**src/include/status_led_defines.svh**
```systemverilog
// timing and register constants for the status indicator driver
// assumes a 250 MHz system clock and a 32-bit APB register bus
`ifndef STATUS_LED_DEFINES_SVH
`define STATUS_LED_DEFINES_SVH

`define CLK_MHZ          250
`define MS_CYCLES        (`CLK_MHZ * 1000)
`define LAMP_TEST_MS     500
`define LAMP_STEP_MS     100
`define LIT_MS           200
`define GAP_MS           200
`define PAUSE_MS         1000

`define REG_CTRL         12'h000
`define REG_STATUS       12'h004
`define REG_NODE         12'h008

`define CTRL_ENABLE_BIT  0
`define CTRL_RESET       32'h0000_0001
`define NODE_RESET       7'h01
`define NODE_MIN         7'h01
`define NODE_MAX         7'h7F

`endif

```
**src/include/status_led_pkg.sv**
```systemverilog
// types for the status indicator driver
// assumes nothing beyond the defines header
package status_led_pkg;
	typedef enum logic [1:0] {PAT_OFF, PAT_BLINK, PAT_SINGLE, PAT_DOUBLE} pat_e;
	typedef enum logic [1:0] {NMT_INIT, NMT_STOPPED, NMT_PREOP, NMT_OPER} nmt_e;
endpackage : status_led_pkg

```
**src/verilog/canopen_status_led_driver.sv**
```systemverilog
// bicolour CAN status indicator driver with APB register slave
// assumes status inputs from controller logic on sys_clk; leds are pins
//
// Summary of operation
// - after reset alternate red and green for about 500 ms
// - blink: lit 200 ms, dark 200 ms, repeated
// - single flash: lit 200 ms, dark 1 s, repeated
// - double flash: two 200 ms pulses 200 ms apart, then 1 s dark
// - red dark without errors, or when disabled or unpowered
// - red single flash at warning level or error passive
// - red double flash on guarding or heartbeat timeout once started
// - red steady on while bus-off
// - green single flash while stopped
// - green blinks while pre-operational
// - green steady on while operational
// - any red indication forces green dark
// - node identifier within 1..127, unique on the network; only the 1..127 range is checked here, uniqueness is not
`timescale 1ns/10ps
`include "status_led_defines.svh"

module canopen_status_led_driver #(
	parameter int MS_CYCLES = `MS_CYCLES
) (
	// clock and reset
	input  wire logic        sys_clk,
	input  wire logic        rst_b,
	// apb slave
	input  wire logic        psel,
	input  wire logic        penable,
	input  wire logic        pwrite,
	input  wire logic [11:0] paddr,
	input  wire logic [31:0] pwdata,
	output logic      [31:0] prdata,
	output logic             pready,
	output logic             pslverr,
	// status from can controller and slave stack
	input  wire logic        warnLevel,
	input  wire logic        errPassive,
	input  wire logic        guardTimeout,
	input  wire logic        errCtrlStarted,
	input  wire logic        busOff,
	input  wire logic [1:0]  nmtState,
	input  wire logic        canPowered,
	// indicator pins
	output logic             redLed,
	output logic             greenLed,
	// configured node identifier
	output logic      [6:0]  nodeId
);

	if (MS_CYCLES < 2) begin : g_ms_check
		$error("MS_CYCLES too small");
	end

	localparam int CW = $clog2(MS_CYCLES);
	// pattern cycle counted in ms, longest is 200+200+200+1000
	localparam int PW = 11;

	logic [CW-1:0] msCnt;
	logic          msTick;
	logic [PW-1:0] testMs;
	logic          testDone;
	logic          enable;
	logic [1:0]    pwrSync;
	logic          redOn;
	logic          redSteady;
	logic [PW-1:0] redPh;
	logic [PW-1:0] grnPh;
	status_led_pkg::pat_e redPat;
	status_led_pkg::pat_e grnPat;
	status_led_pkg::pat_e redPatQ;
	status_led_pkg::pat_e grnPatQ;
	logic          grnSteady;
	logic          redLit;
	logic          grnLit;
	logic          nodeBad;

	// power flag comes from the isolated side, so synchronise it
	always_ff @(posedge sys_clk) begin
		if (!rst_b) pwrSync <= 2'h0;
		else pwrSync <= {pwrSync[0], canPowered};
	end

	always_ff @(posedge sys_clk) begin
		if (!rst_b || msTick) msCnt <= '0;
		else msCnt <= msCnt + 1'b1;
	end
	assign msTick = (msCnt == CW'(MS_CYCLES - 1));

	always_ff @(posedge sys_clk) begin
		if (!rst_b) testMs <= '0;
		else if (msTick && !testDone) testMs <= testMs + 1'b1;
	end
	assign testDone = (testMs == PW'(`LAMP_TEST_MS));

	// red selection, priority order
	always_comb begin
		redPat = status_led_pkg::PAT_OFF;
		redSteady = 1'b0;
		if (!enable || !pwrSync[1]) redPat = status_led_pkg::PAT_OFF;
		else if (busOff) redSteady = 1'b1;
		else if (guardTimeout && errCtrlStarted)
			redPat = status_led_pkg::PAT_DOUBLE;
		else if (warnLevel || errPassive)
			redPat = status_led_pkg::PAT_SINGLE;
	end
	assign redOn = redSteady || (redPat != status_led_pkg::PAT_OFF);

	always_comb begin
		grnPat = status_led_pkg::PAT_OFF;
		grnSteady = 1'b0;
		case (status_led_pkg::nmt_e'(nmtState))
			status_led_pkg::NMT_STOPPED: grnPat = status_led_pkg::PAT_SINGLE;
			status_led_pkg::NMT_PREOP:   grnPat = status_led_pkg::PAT_BLINK;
			status_led_pkg::NMT_OPER:    grnSteady = 1'b1;
			default:                     grnPat = status_led_pkg::PAT_OFF;
		endcase
		if (!enable || !pwrSync[1]) begin
			grnPat = status_led_pkg::PAT_OFF;
			grnSteady = 1'b0;
		end
	end

	function automatic logic [PW-1:0] periodMs(status_led_pkg::pat_e p);
		case (p)
			status_led_pkg::PAT_BLINK:  periodMs = PW'(`LIT_MS + `GAP_MS);
			status_led_pkg::PAT_SINGLE: periodMs = PW'(`LIT_MS + `PAUSE_MS);
			default: periodMs = PW'(2 * `LIT_MS + `GAP_MS + `PAUSE_MS);
		endcase
	endfunction : periodMs

	function automatic logic litAt(status_led_pkg::pat_e p,
		logic [PW-1:0] ph);
		case (p)
			status_led_pkg::PAT_BLINK:  litAt = ph < PW'(`LIT_MS);
			status_led_pkg::PAT_SINGLE: litAt = ph < PW'(`LIT_MS);
			status_led_pkg::PAT_DOUBLE: litAt = (ph < PW'(`LIT_MS)) ||
				(ph >= PW'(`LIT_MS + `GAP_MS) &&
				 ph < PW'(2 * `LIT_MS + `GAP_MS));
			default: litAt = 1'b0;
		endcase
	endfunction : litAt

	// phase counters restart whenever the selection changes
	always_ff @(posedge sys_clk) begin
		if (!rst_b) begin
			redPatQ <= status_led_pkg::PAT_OFF;
			redPh <= '0;
		end else begin
			redPatQ <= redPat;
			if (redPat != redPatQ) redPh <= '0;
			else if (msTick)
				redPh <= (redPh == periodMs(redPat) - 1'b1) ? '0
					: redPh + 1'b1;
		end
	end

	always_ff @(posedge sys_clk) begin
		if (!rst_b) begin
			grnPatQ <= status_led_pkg::PAT_OFF;
			grnPh <= '0;
		end else begin
			grnPatQ <= grnPat;
			if (grnPat != grnPatQ) grnPh <= '0;
			else if (msTick)
				grnPh <= (grnPh == periodMs(grnPat) - 1'b1) ? '0
					: grnPh + 1'b1;
		end
	end

	// a freshly selected pattern shows its lit phase at once, not a stale one
	assign redLit = redSteady ||
		litAt(redPat, (redPat != redPatQ) ? PW'(0) : redPh);
	assign grnLit = grnSteady ||
		litAt(grnPat, (grnPat != grnPatQ) ? PW'(0) : grnPh);

	always_ff @(posedge sys_clk) begin
		if (!rst_b) begin
			redLed <= 1'b0;
			greenLed <= 1'b0;
		end else if (!testDone) begin
			// alternate colours each 100 ms during the lamp test
			redLed <= (testMs / PW'(`LAMP_STEP_MS)) % PW'(2) == PW'(0);
			greenLed <= (testMs / PW'(`LAMP_STEP_MS)) % PW'(2) == PW'(1);
		end else begin
			redLed <= redLit;
			greenLed <= grnLit && !redOn;
		end
	end

	// apb slave, zero wait states
	always_ff @(posedge sys_clk) begin
		if (!rst_b) begin
			enable <= 1'b1;
			nodeId <= `NODE_RESET;
		end else if (psel && penable && pwrite) begin
			if (paddr == `REG_CTRL) enable <= pwdata[`CTRL_ENABLE_BIT];
			else if (paddr == `REG_NODE && !nodeBad)
				nodeId <= pwdata[6:0];
		end
	end
	// identifiers outside 1..127 are refused with an error
	assign nodeBad = (pwdata[6:0] < `NODE_MIN) || (pwdata[31:7] != 25'h0);

	always_ff @(posedge sys_clk) begin
		if (!rst_b) begin
			prdata <= 32'h0000_0000;
			pready <= 1'b0;
			pslverr <= 1'b0;
		end else begin
			pready <= psel && !penable;
			pslverr <= 1'b0;
			prdata <= 32'h0000_0000;
			if (psel && !penable) begin
				if (paddr == `REG_CTRL) prdata <= {31'h0, enable};
				else if (paddr == `REG_STATUS)
					prdata <= {26'h0, testDone, pwrSync[1], redOn,
						greenLed, redLed, busOff};
				else if (paddr == `REG_NODE) prdata <= {25'h0, nodeId};
				else pslverr <= 1'b1;
				if (pwrite && paddr == `REG_NODE && nodeBad)
					pslverr <= 1'b1;
			end
		end
	end

	// assertions
	busoff_red_a: assert property (
		@(posedge sys_clk) disable iff (!rst_b)
		testDone && busOff && enable && pwrSync[1] |=> redLed)
		else $error("red not lit during bus-off");
	red_prio_a: assert property (
		@(posedge sys_clk) disable iff (!rst_b)
		testDone && redOn |=> !greenLed)
		else $error("green lit while red indicates");
	red_dark_a: assert property (
		@(posedge sys_clk) disable iff (!rst_b)
		testDone && !busOff && !warnLevel && !errPassive && !guardTimeout
		|=> !redLed)
		else $error("red lit with no error");
	oper_green_a: assert property (
		@(posedge sys_clk) disable iff (!rst_b)
		testDone && nmtState == 2'h3 && !redOn && enable && pwrSync[1]
		|=> greenLed)
		else $error("green dark while operational");
	restart_lit_a: assert property (
		@(posedge sys_clk) disable iff (!rst_b)
		redPat != redPatQ |=> redPh == '0)
		else $error("phase not restarted");
	single_off_a: assert property (
		@(posedge sys_clk) disable iff (!rst_b)
		redPat == status_led_pkg::PAT_SINGLE && redPatQ == redPat &&
		redPh >= PW'(`LIT_MS) |-> !redLit)
		else $error("single flash lit in dark phase");
	double_gap_a: assert property (
		@(posedge sys_clk) disable iff (!rst_b)
		redPat == status_led_pkg::PAT_DOUBLE && redPatQ == redPat &&
		redPh >= PW'(`LIT_MS) && redPh < PW'(`LIT_MS + `GAP_MS)
		|-> !redLit)
		else $error("double flash gap lit");
	double_pulse_a: assert property (
		@(posedge sys_clk) disable iff (!rst_b)
		redPat == status_led_pkg::PAT_DOUBLE && redPatQ == redPat &&
		redPh >= PW'(`LIT_MS + `GAP_MS) &&
		redPh < PW'(2 * `LIT_MS + `GAP_MS) |-> redLit)
		else $error("second flash not lit");
	blink_on_a: assert property (
		@(posedge sys_clk) disable iff (!rst_b)
		grnPat == status_led_pkg::PAT_BLINK && grnPh < PW'(`LIT_MS)
		|-> grnLit)
		else $error("blink not lit in lit phase");
	blink_dark_a: assert property (
		@(posedge sys_clk) disable iff (!rst_b)
		grnPat == status_led_pkg::PAT_BLINK && grnPatQ == grnPat &&
		grnPh >= PW'(`LIT_MS) |-> !grnLit)
		else $error("blink lit in dark phase");
	stop_flash_a: assert property (
		@(posedge sys_clk) disable iff (!rst_b)
		enable && pwrSync[1] && nmtState == 2'h1
		|-> grnPat == status_led_pkg::PAT_SINGLE)
		else $error("stopped state not single flash");
	timeout_prio_a: assert property (
		@(posedge sys_clk) disable iff (!rst_b)
		enable && pwrSync[1] && !busOff && guardTimeout && errCtrlStarted
		|-> redPat == status_led_pkg::PAT_DOUBLE)
		else $error("timeout not preferred over warning");
	off_dark_a: assert property (
		@(posedge sys_clk) disable iff (!rst_b)
		testDone && !(enable && pwrSync[1]) |=> !redLed && !greenLed)
		else $error("indicator lit while disabled or unpowered");
	node_range_a: assert property (
		@(posedge sys_clk) disable iff (!rst_b)
		nodeId >= `NODE_MIN)
		else $error("node id out of range");
	node_err_a: assert property (
		@(posedge sys_clk) disable iff (!rst_b)
		psel && !penable && pwrite && paddr == `REG_NODE && nodeBad
		|=> pslverr)
		else $error("bad node id not refused");
	node_keep_a: assert property (
		@(posedge sys_clk) disable iff (!rst_b)
		psel && penable && pwrite && paddr == `REG_NODE && nodeBad
		|=> $stable(nodeId))
		else $error("bad node id written");
	tick_bound_a: assert property (
		@(posedge sys_clk) disable iff (!rst_b)
		int'(msCnt) < MS_CYCLES)
		else $error("millisecond counter overran");
	lamp_end_a: assert property (
		@(posedge sys_clk) disable iff (!rst_b)
		testMs <= PW'(`LAMP_TEST_MS))
		else $error("lamp test counter overran");
	lamp_test_a: assert property (
		@(posedge sys_clk) disable iff (!rst_b)
		!testDone |=> !(redLed && greenLed))
		else $error("both colours lit in lamp test");

	busoff_c: cover property (@(posedge sys_clk) testDone && busOff);
	double_c: cover property (@(posedge sys_clk)
		redPat == status_led_pkg::PAT_DOUBLE && redLed);
	preop_c: cover property (@(posedge sys_clk)
		grnPat == status_led_pkg::PAT_BLINK && greenLed);
	bad_node_c: cover property (@(posedge sys_clk) pslverr);
	unpowered_c: cover property (@(posedge sys_clk)
		testDone && !pwrSync[1]);

endmodule : canopen_status_led_driver
```
**config.mk**
```make
export PLATFORM = sky130hd
export DESIGN_NAME = canopen_status_led_driver
export DESIGN_NICKNAME = d
export VERILOG_FILES = /design/src/include/status_led_pkg.sv /design/src/verilog/canopen_status_led_driver.sv
export VERILOG_INCLUDE_DIRS = /design/src /design/src/include
export SDC_FILE = /design/constraint.sdc
export NUM_CORES = 1
export LEC_CHECK = 0
export ABC_AREA = 1
export BUFFER_PORTS_ARGS = -buffer_cell sky130_fd_sc_hd__buf_2
export CORE_MARGIN = 2
export CORE_UTILIZATION = 40
export CTS_CLUSTER_SIZE = 24
export DETAILED_ROUTE_END_ITERATION = 6
export MAX_ROUTING_LAYER = met4
export SLEW_MARGIN = 5
export SYNTH_ARGS = -nofsm -noshare
export SYNTH_HDL_FRONTEND = slang
export SYNTH_SLANG_ARGS = --single-unit
```
**constraint.sdc**
```tcl
create_clock -name sys_clk -period 4.51 [get_ports sys_clk]
set_clock_uncertainty 0.15 [all_clocks]
set_input_delay 0.902 -clock sys_clk [delete_from_list [all_inputs] [get_ports sys_clk]]
set_output_delay 0.902 -clock sys_clk [all_outputs]
set_load 0.05 [all_outputs]
```
# --- Word level (Yosys, flattened, before mapping) ---
# Cells that the tools add are included.
totals:
  regBits: 101
  input_bits: 57
  out_inout_bits: 43
  word_cells: 126
op_classes:
  add_sub_neg: 6
  div: 1
  n_lt_le_gt_ge: 7
  n_eq_ne: 17
  muxes: 33
  n_bitwise: 4
  reduce_logical: 41
op_table:
  columns: ["cell", "n"]
  rows:
  - ["$mux 11", 10]
  - ["$pmux 11 s2", 2]
  - ["$add 11x1->11 const B", 3]
  - ["$reduce_bool 25->1", 1]
  - ["$eq 11x11->1", 2]
  - ["$ge 11x9->1 const B", 2]
  - ["$lt 11x10->1 const B", 2]
  - ["$lt 11x8->1 const B", 2]
  - ["$sub 11x1->11 const B", 2]
  - ["$add 18x1->18 const B", 1]
  - ["$eq 18x18->1 const B", 1]
  - ["$eq 12x3->1 const B", 1]
  - ["$eq 12x4->1 const B", 1]
  - ["$eq 2x2->1 const B", 6]
  - ["$logic_not 12->1", 1]
  - ["$mux 6", 2]
  - ["$div 11x7->11 const B", 1]
  - ["$eq 11x9->1 const B", 1]
  - ["$logic_and 1x1->1", 11]
  - ["$logic_not 11->1", 1]
  - ["$mux 1", 11]
  - ["$mux 2", 5]
  - ["$logic_or 1x1->1", 9]
  - ["$reduce_or 2->1", 4]
  - ["other kinds (13)", 27]

# --- Logic depth before layout (Yosys ltp) ---
logic_depth:
  depth_word: 13
  ltp_mapped: 25
  mapped_depth_nobuf: 24

# --- Least setup slack after synthesis ---
# Ideal clock, no wire load.
synth_timing:
  kind: "input to register"
  from: "input port guardTimeout"
  to: "register redPh[9]"
  setup_ns: 0.122
  t_arrival_ns: 2.681
  required_ns: 4.238
  setup_slack_ns: 1.557
  stages: 11
  path_buffers: 0
  path_cell_list: "nand2_1 > nor3_1 > inv_1 > ha_1 > inv_1 > a31oi_1 > nor3_1 > nand2_1 > o21bai_1 > o21bai_1 > a21oi_1"
synth_between:
  elab_chain_cells: 12
  elab_cells_between_ends: 15
  classes_between: "add/sub: 1; eq/ne: 4; mux: 8; reduce/logical: 2"
synth_rtl:
  columns: ["item", "line", "source"]
  rows:
  - ["from (decl)", "canopen_status_led_driver.sv:39", "input wire logic guardTimeout,"]
  - ["$logic_and 1x1->1 (*)", "canopen_status_led_driver.sv:102", "else if (guardTimeout && errCtrlStarted)"]
  - ["$mux 2 (*)", "canopen_status_led_driver.sv:102", null]
  - ["$mux 2 (*)", "canopen_status_led_driver.sv:101", "else if (busOff) redSteady = 1'b1;"]
  - ["$mux 2 (*)", "canopen_status_led_driver.sv:100", "if (!enable || !pwrSync[1]) redPat = status_led_pkg::PAT_OFF;"]
  - ["named net redPat[0]", "canopen_status_led_driver.sv:69", "status_led_pkg::pat_e redPat;"]
  - ["$eq 2x2->1 or $eq 2x1->1 (tied branches)", "canopen_status_led_driver.sv:125", "case (p)"]
  - ["$pmux 11 s2", "canopen_status_led_driver.sv:125", null]
  - ["$mux 11", "canopen_status_led_driver.sv:152", "else if (msTick)"]
  - ["$mux 11", "canopen_status_led_driver.sv:151", "if (redPat != redPatQ) redPh <= '0;"]
  - ["$mux 11", "canopen_status_led_driver.sv:146", "if (!rst_b) begin"]
  - ["$sub 11x1->11", "canopen_status_led_driver.sv:153", "redPh <= (redPh == periodMs(redPat) - 1'b1) ? '0"]
  - ["$eq 11x11->1", "canopen_status_led_driver.sv:153", null]
  - ["$mux 11", "canopen_status_led_driver.sv:153", null]
  - ["to (signal assigned)", "canopen_status_led_driver.sv:153", null]
  - ["to (decl)", "canopen_status_led_driver.sv:67", "logic [PW-1:0] redPh;"]
# The timed path passes the listed nets; every way through them passes the cells marked *. The select of a mux whose other input is x is not followed.
# A chain may end at the register's enable or synchronous reset.

# --- Final worst setup path ---
layout_timing:
  from: "input port busOff"
  to: "register redPh[5]"
layout_between:
  elab_chain_cells: 10
  elab_cells_between_ends: 13
  classes_between: "add/sub: 1; eq/ne: 4; mux: 7; reduce/logical: 1"
layout_rtl:
  columns: ["item", "line", "source"]
  rows:
  - ["from (decl)", "canopen_status_led_driver.sv:41", "input wire logic busOff,"]
  - ["$mux 2 (*)", "canopen_status_led_driver.sv:101", null]
  - ["$mux 2 (*)", "canopen_status_led_driver.sv:100", null]
  - ["named net redPat[0]", "canopen_status_led_driver.sv:69", null]
  - ["$eq 2x2->1 or $eq 2x1->1 (tied branches)", "canopen_status_led_driver.sv:125", null]
  - ["$pmux 11 s2", "canopen_status_led_driver.sv:125", null]
  - ["$mux 11", "canopen_status_led_driver.sv:152", null]
  - ["$mux 11", "canopen_status_led_driver.sv:151", null]
  - ["$mux 11", "canopen_status_led_driver.sv:146", null]
  - ["$sub 11x1->11", "canopen_status_led_driver.sv:153", null]
  - ["$eq 11x11->1", "canopen_status_led_driver.sv:153", null]
  - ["$mux 11", "canopen_status_led_driver.sv:153", null]
# Marked as above.

==> metrics.cfg <==
[sta]
fmax_mhz = 321
fin_crit_ns = 3.11
fin_crit_sh = 0.690
tns_ns = 0
final.setup.worst_slack_ns = 1.40
finalHoldViolCount = 0
finalMaxSlewViolations = 0
worst_slew_pin_slew_ns = 0.656
slew_headroom = 0.559
rsz0062_at_grt = false
finalSetupViolCount = 0

[clocking]
root_buffer = clkbuf_16
post_cts_buffers = 0
cts_inserted_buffers = 9
htreeDepth = 3
clk_path_buf_depth = 2
cts_tree = yes
insertion_delay_ns = 0.33
clk_pin_slew_ns = 0.05
hold_buffers = 0
post_cts_resize_count = 0
clock-sinks = 76

[synth]
ys_warn_count = 0
async_flop_share = 0
yosysTopAreaCell = dfxtp_1
ys_seq_elements = 76
syn_avg_cell_area_um2 = 6.91
synth_commonest_cells = nand2_1 (118), inv_1 (88), nor2_1 (80)
yosysMostFrequentCell = nand2_1
yosysUniqueCellTypes = 47
synth_cells = 668
synth_top_area_share = 0.329
synthFlopType = dfxtp_1
synth_area_leaders = dfxtp_1 (33%), nand2_1 (9.6%), inv_1 (7.2%)
synth_edf_count = 0
seq_area_frac_synth = 0.329
syn_area_mm2 = 0.00462

[route]
first_pass_iters = 4
wirelength_um = 11200
dr_total_vias = 4442
via_per_inst = 4.98
drt_iter0_drc = 159
drc_errors = 0
avgRoutedWirePerCell_um = 12.5
ant_nets = 0

[critical_path]
worstPathCellList = buf_2 -> nor3_1 -> inv_1 -> ha_1 -> inv_1 -> a31oi_1 -> nor3_1 -> nand2_1 -> o21bai_1 -> o21bai_1 -> nor2_1
critPathSlowestCell = o21bai_1
path_max_fanout = 9
critPathArrivalTime_ns = 3.18
cp-start-kind = input port
crit_required_ns = 4.58
worstSetupEndpointType = flip-flop
worst_r2r_startpoint = enable
cp-startpoint = busOff
critPathKind = input port to flip-flop
reg2reg_slack_ns = 1.55
slowest_delay_ns = 0.51

[status]
status = finished clean

[power]
combPwrFrac = 0.075
vdd_drop_max_uv = 184
intPower_mw = 1.16
powerDensity_mw_per_mm2 = 283
switching_share = 0.232
p_seq_frac = 0.451
p_leak_nw = 2.33
clockPowerShare = 0.474
switching_power_uw = 350

[grt]
antenna_found_initial = 0
grt_pass1_vias = 4167
grt_pass1_wl_um = 19000
gr-total-overflow = 0
track_usage = 0.188
grt_max_degree = 23

[placement]
place_worst_setup_slack_ns = 1.01
gp_congestion = 0.899
numPortBuffers = 74
dp_hpwl_um = 8910

[floorplan]
die_x_um = 111
design.core.area_mm2 = 0.0113
rows = 39
fp.dieArea_mm2 = 0.0124
io_pins = 100
start_util = 0.408
die_y_um = 111

[min_path]
hold_path.class = flip-flop to flip-flop
min_from = pwrSync[0]

[final_layout]
nNetsFinal = 817
drive_above_1_share = 0.178
area_growth_pct = 15.3
antennaDiodeCount = 0

[run]
maxCapViolations = 0

==> final cells by class <==
| class | count | area (um^2) |
|---|---|---|
| multi-input cells | 487 | 2590 |
| repair buffers | 74 | 370 |
| clock inverters | 2 | 35.0 |
| flip-flops and latches | 76 | 1520 |
| fillers | 1161 | 6000 |
| inverters | 98 | 368 |
| clock buffers | 12 | 256 |
| well taps | 143 | 179 |
==> power groups by stage <==
stage	Sequential, mW	Clock [mW]	Combinational, mW
detailed placement	0.693	0	0.114
finish	0.679	0.713	0.114
floorplan	0.697	0	0.0899
CTS	0.679	0.733	0.114
global placement	0.693	0	0.113
global route	0.679	0.760	0.124
==> through the flow <==
step	cell area (um^2)	hold WS, ns	instances	util	power [mW]
6_report	5320	0.263	892	0.470	1.51
5_1_grt	5320	0.296	892	0.470	1.56
4_1_cts	5320	0.274	892	0.470	1.53
3_5_place_dp	5030	0.254	878	0.445	0.807
3_3_place_gp	5030	0.256	878	0.445	0.806
2_1_floorplan	4710	0.240	692	-	0.787
==> final timing paths <==
kind	to	cells past startpoint
setup reg to reg	redPh[5]	11
hold / removal	pwrSync[1]	2
setup / recovery	redPh[5]	11
hold reg to reg	pwrSync[1]	2
==> worst max-delay path, delay by kind of cell <==
| family | cells | cell delay, ns |
|---|---|---|
| simple gates | 4 | 0.80 |
| compound gates | 3 | 0.76 |
| fa+ha+maj | 1 | 0.34 |
| buf+inv | 3 | 0.39 |
==> kinds of logic (layout without fill, tap and decap cells) <==
family	Yosys count	count (layout)	synth area share
buffers and inverters	129	186	0.128
DFF	76	76	0.329
adders and majority gates	14	14	0.0379
other	1	25	0.000812
and+or+nand+nor	339	339	0.354
AOI/OAI and AO/OA	97	97	0.127
xor gates and xnor gates	12	12	0.0228
==> sequential cells by signal (all words and copies together), names as in the netlist <==
| register | cells |
|---|---|
| pready | 1 |
| redLed | 1 |
| redPatQ | 2 |
| pwrSync | 2 |
| greenLed | 1 |
| enable | 1 |
| grnPatQ | 2 |
| msCnt | 18 |
| prdata | 7 |
| pslverr | 1 |
| nodeId | 7 |
| testMs | 11 |
| redPh | 11 |
| grnPh | 11 |
==> placed cells by master (no fill, tap or decap), types with 20 or more instances in the layout <==
cell and count:
conb_1 25, dfxtp_1 76, inv_1 88, o21ai_0 20
nor2_1 80, nand2_1 118, a21oi_1 44, nand3_1 37
buf_2 74, nor3_1 31
==> per-layer routing <==
metal,up-vias,track usage,share of wire
li1,2308,-,-
met1,2048,0.233,0.48
met2,69,0.307,0.47
met3,17,0.0229,0.031
met4,0,0.0831,0.017
met5,-,-,0
(Power assumes the default switching activity.)
